==> src/verilog/gpio_dir_pkg.sv <==
package gpio_dir_pkg;
    // pin count and register split
    localparam int PIN_COUNT = 24;
    localparam int LOW_PINS = 16;
    // register word indices as printed (not multiples of four)
    localparam logic [11:0] IDX_DIR_LOW = 12'h300;
    localparam logic [11:0] IDX_DIR_HIGH = 12'h302;
    localparam logic [11:0] IDX_INEN_LOW = 12'h304;
    localparam logic [11:0] IDX_INEN_HIGH = 12'h306;
    // pin state register, chosen index
    localparam logic [11:0] IDX_PIN_STATE_LOW = 12'h30c;
    localparam logic [11:0] IDX_PIN_STATE_HIGH = 12'h30e;
    // byte address width of the slave
    localparam int ADDR_W = 14;
    // reset values
    localparam logic [23:0] RST_DIR = 24'h000000;
    localparam logic [23:0] RST_INEN = 24'h000000;
    localparam logic [23:0] RST_PIN_OUT = 24'h000000;
    // axi responses
    localparam logic [1:0] RESP_OKAY = 2'h0;
    localparam logic [1:0] RESP_SLVERR = 2'h2;
endpackage

==> src/verilog/gpio_pin_cell.sv <==
`timescale 1ns/1ps
// one pin: output drive and gated input sampling
module gpio_pin_cell (
    input wire logic i_clk,
    input wire logic i_sys_rst,
    input wire logic i_dir_out,
    input wire logic i_in_en,
    input wire logic i_out_val,
    input wire logic i_pin_level,
    output logic o_pin_oe,
    output logic o_pin_out,
    output logic o_sampled
);
    // state of the cell
    typedef struct packed {
        logic oe;
        logic out;
        logic smp;
    } cell_t;
    cell_t st;
    cell_t next_st;

    // next-state logic
    always_comb begin
        next_st = st;
        next_st.oe = i_dir_out;
        next_st.out = i_out_val;
        // disabled input reads as zero, not the live pin
        next_st.smp = i_in_en ? i_pin_level : 1'b0;
        if (i_sys_rst) begin
            next_st = '0;
        end
    end

    // state register
    always_ff @(posedge i_clk) begin
        st <= next_st;
    end

    assign o_pin_oe = st.oe;
    assign o_pin_out = st.out;
    assign o_sampled = st.smp;
endmodule

==> src/verilog/gpio_direction_input_enable.sv <==
// The AXI4-Lite slave port is this design's own decision.
`timescale 1ns/1ps
// Functional notes
// - 24 direction bits, zero means input
// - direction one drives pin as output
// - pins 0-15 low, 16-23 high register
// - per-pin input enable, reset disabled
// - input enables split low and high
// - output pins follow state; inputs read back
module gpio_direction_input_enable #(
    parameter int PINS = gpio_dir_pkg::PIN_COUNT
) (
    input wire logic i_clk,
    input wire logic i_sys_rst,
    input wire logic [gpio_dir_pkg::ADDR_W-1:0] i_awaddr,
    input wire logic i_awvalid,
    output logic o_awready,
    input wire logic [31:0] i_wdata,
    input wire logic [3:0] i_wstrb,
    input wire logic i_wvalid,
    output logic o_wready,
    output logic [1:0] o_bresp,
    output logic o_bvalid,
    input wire logic i_bready,
    input wire logic [gpio_dir_pkg::ADDR_W-1:0] i_araddr,
    input wire logic i_arvalid,
    output logic o_arready,
    output logic [31:0] o_rdata,
    output logic [1:0] o_rresp,
    output logic o_rvalid,
    input wire logic i_rready,
    input wire logic [gpio_dir_pkg::PIN_COUNT-1:0] i_io_pin_x,
    output logic [gpio_dir_pkg::PIN_COUNT-1:0] o_io_pin_x,
    output logic [gpio_dir_pkg::PIN_COUNT-1:0] o_io_pin_x_oe
);
    import gpio_dir_pkg::*;

    // the register split is fixed at 16 plus 8 pins;
    // other counts would need new register slots, so refuse them at elaboration
    if (PINS != PIN_COUNT) begin : g_bad_pins
        $error("only 24 pins are supported");
    end

    // whole slave state
    // one struct keeps the bus side and the pin registers in a single flop bank
    typedef struct packed {
        logic aw_held;                  // write address taken
        logic [ADDR_W-1:0] aw_addr;
        logic w_held;                   // write data taken
        logic [31:0] w_data;
        logic [3:0] w_strb;
        logic bvalid;
        logic [1:0] bresp;
        logic rvalid;
        logic [31:0] rdata;
        logic [1:0] rresp;
        logic [23:0] dir;               // 1 = output
        logic [23:0] inen;              // 1 = input sensing on
        logic [23:0] pout;              // pin state written by software
        logic awready;                  // registered write-address ready
        logic wready;                   // registered write-data ready
        logic arready;                  // registered read-address ready
    } regs_t;
    regs_t st;
    regs_t next_st;

    logic [23:0] sampled;               // gated pin levels from cells
    logic [11:0] wr_idx;
    logic [11:0] rd_idx;
    logic [23:0] state_view;

    // word index = byte address / 4
    assign wr_idx = st.aw_addr[ADDR_W-1:2];
    assign rd_idx = i_araddr[ADDR_W-1:2];
    // outputs read back driven value, inputs the gated level;
    // an output pin reads its written state at once, its pad follows an edge later
    assign state_view = (st.dir & st.pout) | (~st.dir & sampled);

    // per-pin cells
    genvar g;
    generate
        for (g = 0; g < PIN_COUNT; g++) begin : g_pin
            // each cell registers drive, enable and sample, so the pads see flops
            // and the input level is taken once before anything reads it
            gpio_pin_cell u_cell (
                .i_clk(i_clk),
                .i_sys_rst(i_sys_rst),
                .i_dir_out(st.dir[g]),
                .i_in_en(st.inen[g]),
                .i_out_val(st.pout[g]),
                .i_pin_level(i_io_pin_x[g]),
                .o_pin_oe(o_io_pin_x_oe[g]),
                .o_pin_out(o_io_pin_x[g]),
                .o_sampled(sampled[g])
            );
        end
    endgenerate

    // merge a 16-bit write under byte strobes
    // lanes 2 and 3 carry nothing: no register here is wider than 16 bits
    function automatic logic [15:0] merge16(input logic [15:0] old, input logic [31:0] d,
                                            input logic [3:0] s);
        logic [15:0] r;
        r = old;
        if (s[0]) begin
            r[7:0] = d[7:0];
        end
        if (s[1]) begin
            r[15:8] = d[15:8];
        end
        return r;
    endfunction

    // bus handshakes and register updates
    always_comb begin
        logic [15:0] tmp;
        tmp = '0;
        next_st = st;
        // accept address and data independently, one write at a time
        // nothing is taken while the answer of the last write still waits
        if (i_awvalid && !st.aw_held && !st.bvalid) begin
            next_st.aw_held = 1'b1;
            next_st.aw_addr = i_awaddr;
        end
        if (i_wvalid && !st.w_held && !st.bvalid) begin
            next_st.w_held = 1'b1;
            next_st.w_data = i_wdata;
            next_st.w_strb = i_wstrb;
        end
        // both halves present: commit and respond
        if (st.aw_held && st.w_held) begin
            next_st.aw_held = 1'b0;
            next_st.w_held = 1'b0;
            next_st.bvalid = 1'b1;
            next_st.bresp = RESP_OKAY;
            // decode the word index; holes answer with an error and nothing lands
            case (wr_idx)
                IDX_DIR_LOW: begin
                    next_st.dir[15:0] = merge16(st.dir[15:0], st.w_data, st.w_strb);
                end
                IDX_DIR_HIGH: begin
                    // upper byte unused, only low lane lands
                    tmp = merge16({8'h00, st.dir[23:16]}, st.w_data, st.w_strb);
                    next_st.dir[23:16] = tmp[7:0];
                end
                IDX_INEN_LOW: begin
                    next_st.inen[15:0] = merge16(st.inen[15:0], st.w_data, st.w_strb);
                end
                IDX_INEN_HIGH: begin
                    // same lane rule as the high direction register
                    tmp = merge16({8'h00, st.inen[23:16]}, st.w_data, st.w_strb);
                    next_st.inen[23:16] = tmp[7:0];
                end
                IDX_PIN_STATE_LOW: begin
                    next_st.pout[15:0] = merge16(st.pout[15:0], st.w_data, st.w_strb);
                end
                IDX_PIN_STATE_HIGH: begin
                    tmp = merge16({8'h00, st.pout[23:16]}, st.w_data, st.w_strb);
                    next_st.pout[23:16] = tmp[7:0];
                end
                default: begin
                    next_st.bresp = RESP_SLVERR; // unmapped write
                end
            endcase
        end
        // write answer stands until the master takes it
        if (st.bvalid && i_bready) begin
            next_st.bvalid = 1'b0;
        end
        // reads: one outstanding, answered the cycle after acceptance
        if (st.rvalid && i_rready) begin
            next_st.rvalid = 1'b0;
        end
        if (i_arvalid && !st.rvalid) begin
            next_st.rvalid = 1'b1;
            next_st.rresp = RESP_OKAY;
            // data come from the current state: a write committed on this edge
            // shows in a read taken on the next one
            // high registers: only pins 16-23 exist, bits 15-8 read as zero
            case (rd_idx)
                IDX_DIR_LOW: next_st.rdata = {16'h0000, st.dir[15:0]};
                IDX_DIR_HIGH: next_st.rdata = {24'h000000, st.dir[23:16]};
                IDX_INEN_LOW: next_st.rdata = {16'h0000, st.inen[15:0]};
                IDX_INEN_HIGH: next_st.rdata = {24'h000000, st.inen[23:16]};
                IDX_PIN_STATE_LOW: next_st.rdata = {16'h0000, state_view[15:0]};
                IDX_PIN_STATE_HIGH: next_st.rdata = {24'h000000, state_view[23:16]};
                default: begin
                    next_st.rdata = 32'h00000000;
                    next_st.rresp = RESP_SLVERR;
                end
            endcase
        end
        // synchronous reset: all pins input, inputs disabled
        // reset wins over any handshake in the same cycle
        if (i_sys_rst) begin
            next_st = '0;
            next_st.dir = RST_DIR;
            next_st.inen = RST_INEN;
            next_st.pout = RST_PIN_OUT;
        end
        // readies come from the next state so that every bus output is a flop;
        // the edges on which halves are taken stay the same
        // a held half or an unanswered write keeps its ready low
        next_st.awready = !next_st.aw_held && !next_st.bvalid;
        next_st.wready = !next_st.w_held && !next_st.bvalid;
        next_st.arready = !next_st.rvalid;
    end

    // single state register
    // no clock enable: every bit of state moves on every edge
    always_ff @(posedge i_clk) begin
        st <= next_st;
    end

    // every bus output is read straight from the state register
    assign o_awready = st.awready;
    assign o_wready = st.wready;
    assign o_arready = st.arready;
    assign o_bvalid = st.bvalid;
    assign o_bresp = st.bresp;
    assign o_rvalid = st.rvalid;
    assign o_rdata = st.rdata;
    assign o_rresp = st.rresp;
endmodule

==> config.mk <==
export PLATFORM = sky130hd
export DESIGN_NAME = gpio_direction_input_enable
export DESIGN_NICKNAME = d
export VERILOG_FILES = /design/src/verilog/gpio_dir_pkg.sv /design/src/verilog/gpio_pin_cell.sv /design/src/verilog/gpio_direction_input_enable.sv
export SDC_FILE = /design/constraint.sdc
export NUM_CORES = 1
export LEC_CHECK = 0
export BUFFER_PORTS_ARGS = -buffer_cell sky130_fd_sc_hd__buf_2
export CAP_MARGIN = 20
export CORE_MARGIN = 5
export CORE_UTILIZATION = 40
export DETAILED_ROUTE_END_ITERATION = 10
export SYNTH_ARGS = -nofsm -noshare
export SYNTH_HDL_FRONTEND = slang
export SYNTH_HIERARCHICAL = 1
export SYNTH_SLANG_ARGS = --single-unit
==> constraint.sdc <==
create_clock -name i_clk -period 2.32 [get_ports i_clk]
set_input_delay 0 -clock i_clk [delete_from_list [all_inputs] [get_ports i_clk]]
set_output_delay 0 -clock i_clk [all_outputs]
set_load 0.02 [all_outputs]
# --- Word level (Yosys, flattened, before mapping) ---
# Cells that the tools add are included.
word_totals:
  input_bits: 95
  out_inout_bits: 89
  wordCells: 215
  ff_bits: 237
classes:
  n_reduce_logical: 53
  n_eq_ne: 12
  bitwise: 28
  mux: 28
ops:
  columns: ["cell", "count"]
  rows:
  - ["165-bit two-way mux", 1]
  - ["12-bit by 10-bit == test with 1-bit output (second input constant)", 12]
  - ["8-bit two-way mux", 12]
  - ["16-bit one-hot mux with 6 select lines", 1]
  - ["72-bit two-way mux", 1]
  - ["24-bit AND", 2]
  - ["16-bit two-way mux", 3]
  - ["2-bit OR reduction", 24]
  - ["37-bit two-way mux", 1]
  - ["35-bit two-way mux", 1]
  - ["3-bit AND reduction", 9]
  - ["1-bit NOT", 24]
  - ["24-bit NOT", 1]
  - ["24-bit bitwise OR", 1]
  - ["15-bit two-way mux", 1]
  - ["6-bit OR reduction", 2]
  - ["1-bit logical AND", 10]
  - ["1-bit zero test", 8]
  - ["1-bit two-way mux", 4]
  - ["2-bit two-way mux", 2]
  - ["3-bit two-way mux", 1]

# --- Longest topological paths before layout ---
logic_depth:
  depth_word: 8
  mapped_depth: 7
  ltp_nobuf: 4

# --- Cells and area by module ---
# The synthesis kept the hierarchy.
modules_own_cells:
  columns: ["module", "cells_per_inst", "area_each_um2", "seq_area_each_um2", "instances"]
  rows:
  - ["gpio_direction_input_enable", 655, 5933.2, 2542.4, 1]
  - ["gpio_pin_cell", 6, 81.3, 60.1, 24]

# --- Worst setup path before layout ---
# Ideal clock, no wire load.
synth_path:
  path_kind: "register to register"
  start: "reg st[156] in the netlist's numbering"
  end: "reg st[19] in the netlist's numbering"
  period_less_slack_ns: 1.855
  setup_ns: 0.128
  slack_ns: 0.465
  required_time_ns: 2.192
  t_arrival_ns: 1.727
  path_stages_with_launch: 5
  path_cell_list: "dfxtp_1 or4_4 nor4_4 mux2i_1 nor2_1"
synth_between:
  elab_chain_len: 2
synth_lines:
  columns: ["item", "line_no", "source"]
  rows:
  - ["start, declared", "gpio_direction_input_enable.sv:64", "regs_t st;"]
  - ["start signal, assigned", "gpio_direction_input_enable.sv:212", "st <= next_st;"]
  - ["12-bit by 10-bit == test with 1-bit output", "gpio_direction_input_enable.sv:137", "case (wr_idx)"]
  - ["3-bit AND reduction (no source line)", null, null]
# Every way passes these cells.
# A chain may end at the register's enable or synchronous reset.

# --- Final worst setup path ---
layout_path:
  start: "reg st[156] in the netlist's numbering"
  end: "reg st[16] in the netlist's numbering"
# The elaborated chain is that of the path after synthesis.

==> metrics.csv <==
stage,metric,value,unit
floorplanning,Die Area,22600,um^2
worst_hold_path,Hold Path Class,in -> reg,
sta,final setup fails,0,
cells_and_area,nets,1079,
detailed_routing,Vias per Instance,4.81,
grt,pin count of the biggest net entering global routing,56,
placed_design,hpwl dp,14100,um
clock_tree,"Reg clk slew, reported paths",0.08,ns
synthesis,"Distinct cells, synth",51,
sta,minimum clock period,2.09,ns
placed_design,Port Buf Inserts,143,
synthesis,fraction of registers with async set/reset,0,%
grt,Tot GR Track Use,18.0,%
detailed_routing,Remaining DRCs,0,
setup_path,CP Capture Type,flop,
setup_path,crit path DAT,2.45,ns
synthesis,post-synth top area share,50.5,%
clock_tree,Root Buffer,clkbuf_16,
cells_and_area,area grow syn2layout,26.3,%
setup_path,Worst R2R Start,st[156],
clock_tree,CTS resizes,0,
job,max-cap violations,0,
cells_and_area,most frequent cells in the layout,"dfxtp_1, buf_2, mux2i_1, nand2_1, nand2b_1",
setup_path,CP Launch Point,st[156],
setup_path,critical path launch point type,flop,
detailed_routing,Starting DRT DRC Count,286,
pwr,Pwr Total,0.00702,W
setup_path,critical path class,reg -> reg,
sta,RSZ-0062 raised after global routing,no,
pwr,P_leak,4.40,nW
setup_path,number of cells on the critical path,5,
synthesis,"flops & latches, synth",199,
pwr,Pwr Density,705,nW/um^2
clock_tree,CTS Sinks,199,
worst_hold_path,min-delay src,i_wvalid,
synthesis,register area share after synthesis,50.5,%
detailed_routing,drt pass-1 iters,4,
clock_tree,latest clock arrival within the worst-skew pair,0.43,ns
floorplanning,initial cell density of the core,40.5,%
detailed_routing,vias after detailed routing,6073,
sta,Clock Skew,0.0106,ns
cells_and_area,fillers,1832,
cells_and_area,register area,3980,um^2
clock_tree,H-Tree Depth,4,
synthesis,Main synth FF type,dfxtp_1,
sta,fin crit share,90.2,%
clock_tree,TritonCTS buffer count,17,
setup_path,R2R cell count,5,
synthesis,Yosys top cell by area,dfxtp_1,
synthesis,Synth Warn #,6,
sta,max-slew violations,0,
floorplanning,die width,150,um
setup_path,CP Max Fanout,8,
placed_design,Final Wtd Congestion,0.842,
setup_path,"slowest stage delay, CP",0.57,ns
cells_and_area,area occupied by multi-input gates,3520,um^2
run_status,outcome,"complete, no violations",
grt,vias in the first global route,5805,
worst_hold_path,Worst Hold Depth,4,
floorplanning,Die Y,150,um
sta,Final Hold Viols,0,
synthesis,Netlist Area Pre-Place,7890,um^2
sta,worst slew pin tran,0.711,ns
synthesis,Mapped Avg Cell Area,9.87,um^2
cells_and_area,ratio of cells with drive above 1 in the final layout,21.8,%
floorplanning,row count,51,
detailed_routing,ANT nets after route,0,
sta,fmax,478,MHz
sta,Setup TNS,0,ns
synthesis,Area contributors post-synth,"dfxtp_1, mux2i_1, nand2b_1, nor2b_1, buf_4",
setup_path,slowest stage cell on the critical path,or4_4,
setup_path,Crit path max-delay family,simple AND/OR/NAND/NOR gates,
cells_and_area,"commonest non-fill, non-tap cell in the layout",dfxtp_1,
floorplanning,Core Region,19500,um^2
grt,first-pass GRT wire length,31600,um
setup_path,CP Cell Sequence,or4_4 -> nor4_2 -> and3_1 -> buf_4 -> mux2i_1,
clock_tree,CTS tree,yes,
cells_and_area,antenna cell count,0,
setup_path,Worst Path Buf+Inv,1,
detailed_routing,WL final,20000,um
synthesis,"EDFF count, synth",0,
grt,initial antenna violation count,0,
synthesis,synthesized instance count,799,
pwr,peak supply drop,0.483,mV
sta,Worst slew margin,52.4,%
grt,Overflow after GRT,0,
detailed_routing,detailed-route wire length per cell,15.8,um
floorplanning,IO Pins,184,
setup_path,worst endpoint required time,2.68,ns
clock_tree,CTS max path bufs,2,
## worst reg2reg max path: stages (launching register included)
cell,delay (ns)
dfxtp_1,0.32
or4_4,0.57
nor4_2,0.50
and3_1,0.23
buf_4,0.20
mux2i_1,0.20
## sequential cells by signal (all words and copies together) (netlist names)
name	flops
g_pin.u_cell/o_sampled	24
o_wready	1
o_awready	1
o_rvalid	1
o_bresp	1
o_rdata	16
o_arready	1
g_pin.u_cell/o_pin_oe	24
o_rresp	1
g_pin.u_cell/o_pin_out	24
o_bvalid	1
st	104
## through the flow
stage / hold slack [ns] / area (um^2) / instances / util [%] / worst slack [ns]
2_1_floorplan: 0.0716 / 7950 / 816 / - / 0.465
3_3_place_gp: 0.235 / 8790 / 1173 / 45.1 / 0.263
3_5_place_dp: 0.232 / 8790 / 1173 / 45.1 / 0.229
4_1_cts: 0.0457 / 9960 / 1262 / 51.2 / 0.211
5_1_grt: 0.0698 / 9960 / 1262 / 51.2 / 0.0795
6_report: 0.0564 / 9960 / 1262 / 51.2 / 0.227
## logic make-up (layout without fill, tap and decap cells)
logic type / Yosys count / count (layout) / synth area share [%]
compound gates: 98 / 98 / 8.01
buf+inv: 81 / 262 / 5.68
flops: 199 / 199 / 50.5
mux: 88 / 88 / 11.3
other cells: 1 / 18 / 0.0476
simple gates: 332 / 332 / 24.5
## cell usage after synthesis (14+ instances only)
| cell type | instances |
|---|---|
| a211oi_1 | 15 |
| a21oi_1 | 41 |
| and3b_1 | 25 |
| buf_4 | 38 |
| clkbuf_1 | 34 |
| dfxtp_1 | 199 |
| mux2i_1 | 82 |
| nand2_1 | 68 |
| nand2b_1 | 62 |
| nand3b_1 | 14 |
| nor2_1 | 49 |
| nor2b_1 | 54 |
| o21ai_0 | 14 |
## what timing repair did
action / CTS / global route
hold buffers: 57 / 0
hold endpoints to repair: 59 / 0
setup buffers: 0 / 0
## power breakdown
part	switching (W)	total, W	internal, W
Clock	0.00131	0.00297	0.00166
Sequential	0.0000575	0.00353	0.00347
Combinational	0.000296	0.000519	0.000223
## final timing paths
path                               endpoint  slack, ns
worst min register to register  o_rdata[15]       0.45
worst max register to register       st[16]       0.23
worst min-delay path                st[120]       0.06
worst max-delay path                 st[16]       0.23
## layer usage
| layer | routed length (um) | GRT usage, % | share of wire [%] | vias up |
|---|---|---|---|---|
| met4 | 333 | 5.63 | 1.7 | 0 |
| met2 | 8940 | 27.8 | 45 | 147 |
| met1 | 9750 | 25.4 | 49 | 2824 |
| met5 | 0 | 0 | 0 | - |
| li1 | - | - | - | 3081 |
| met3 | 968 | 3.70 | 4.8 | 21 |
## layout make-up
cell class	count	area share [%]
multi-input cells	536	35.4
inverters	5	0.189
repair buffers	225	15.1
flip-flops and latches	199	40.0
well taps	265	3.33
clock inverters	13	1.46
clock buffers	19	4.55
Power figures use the tool's default switching activity.
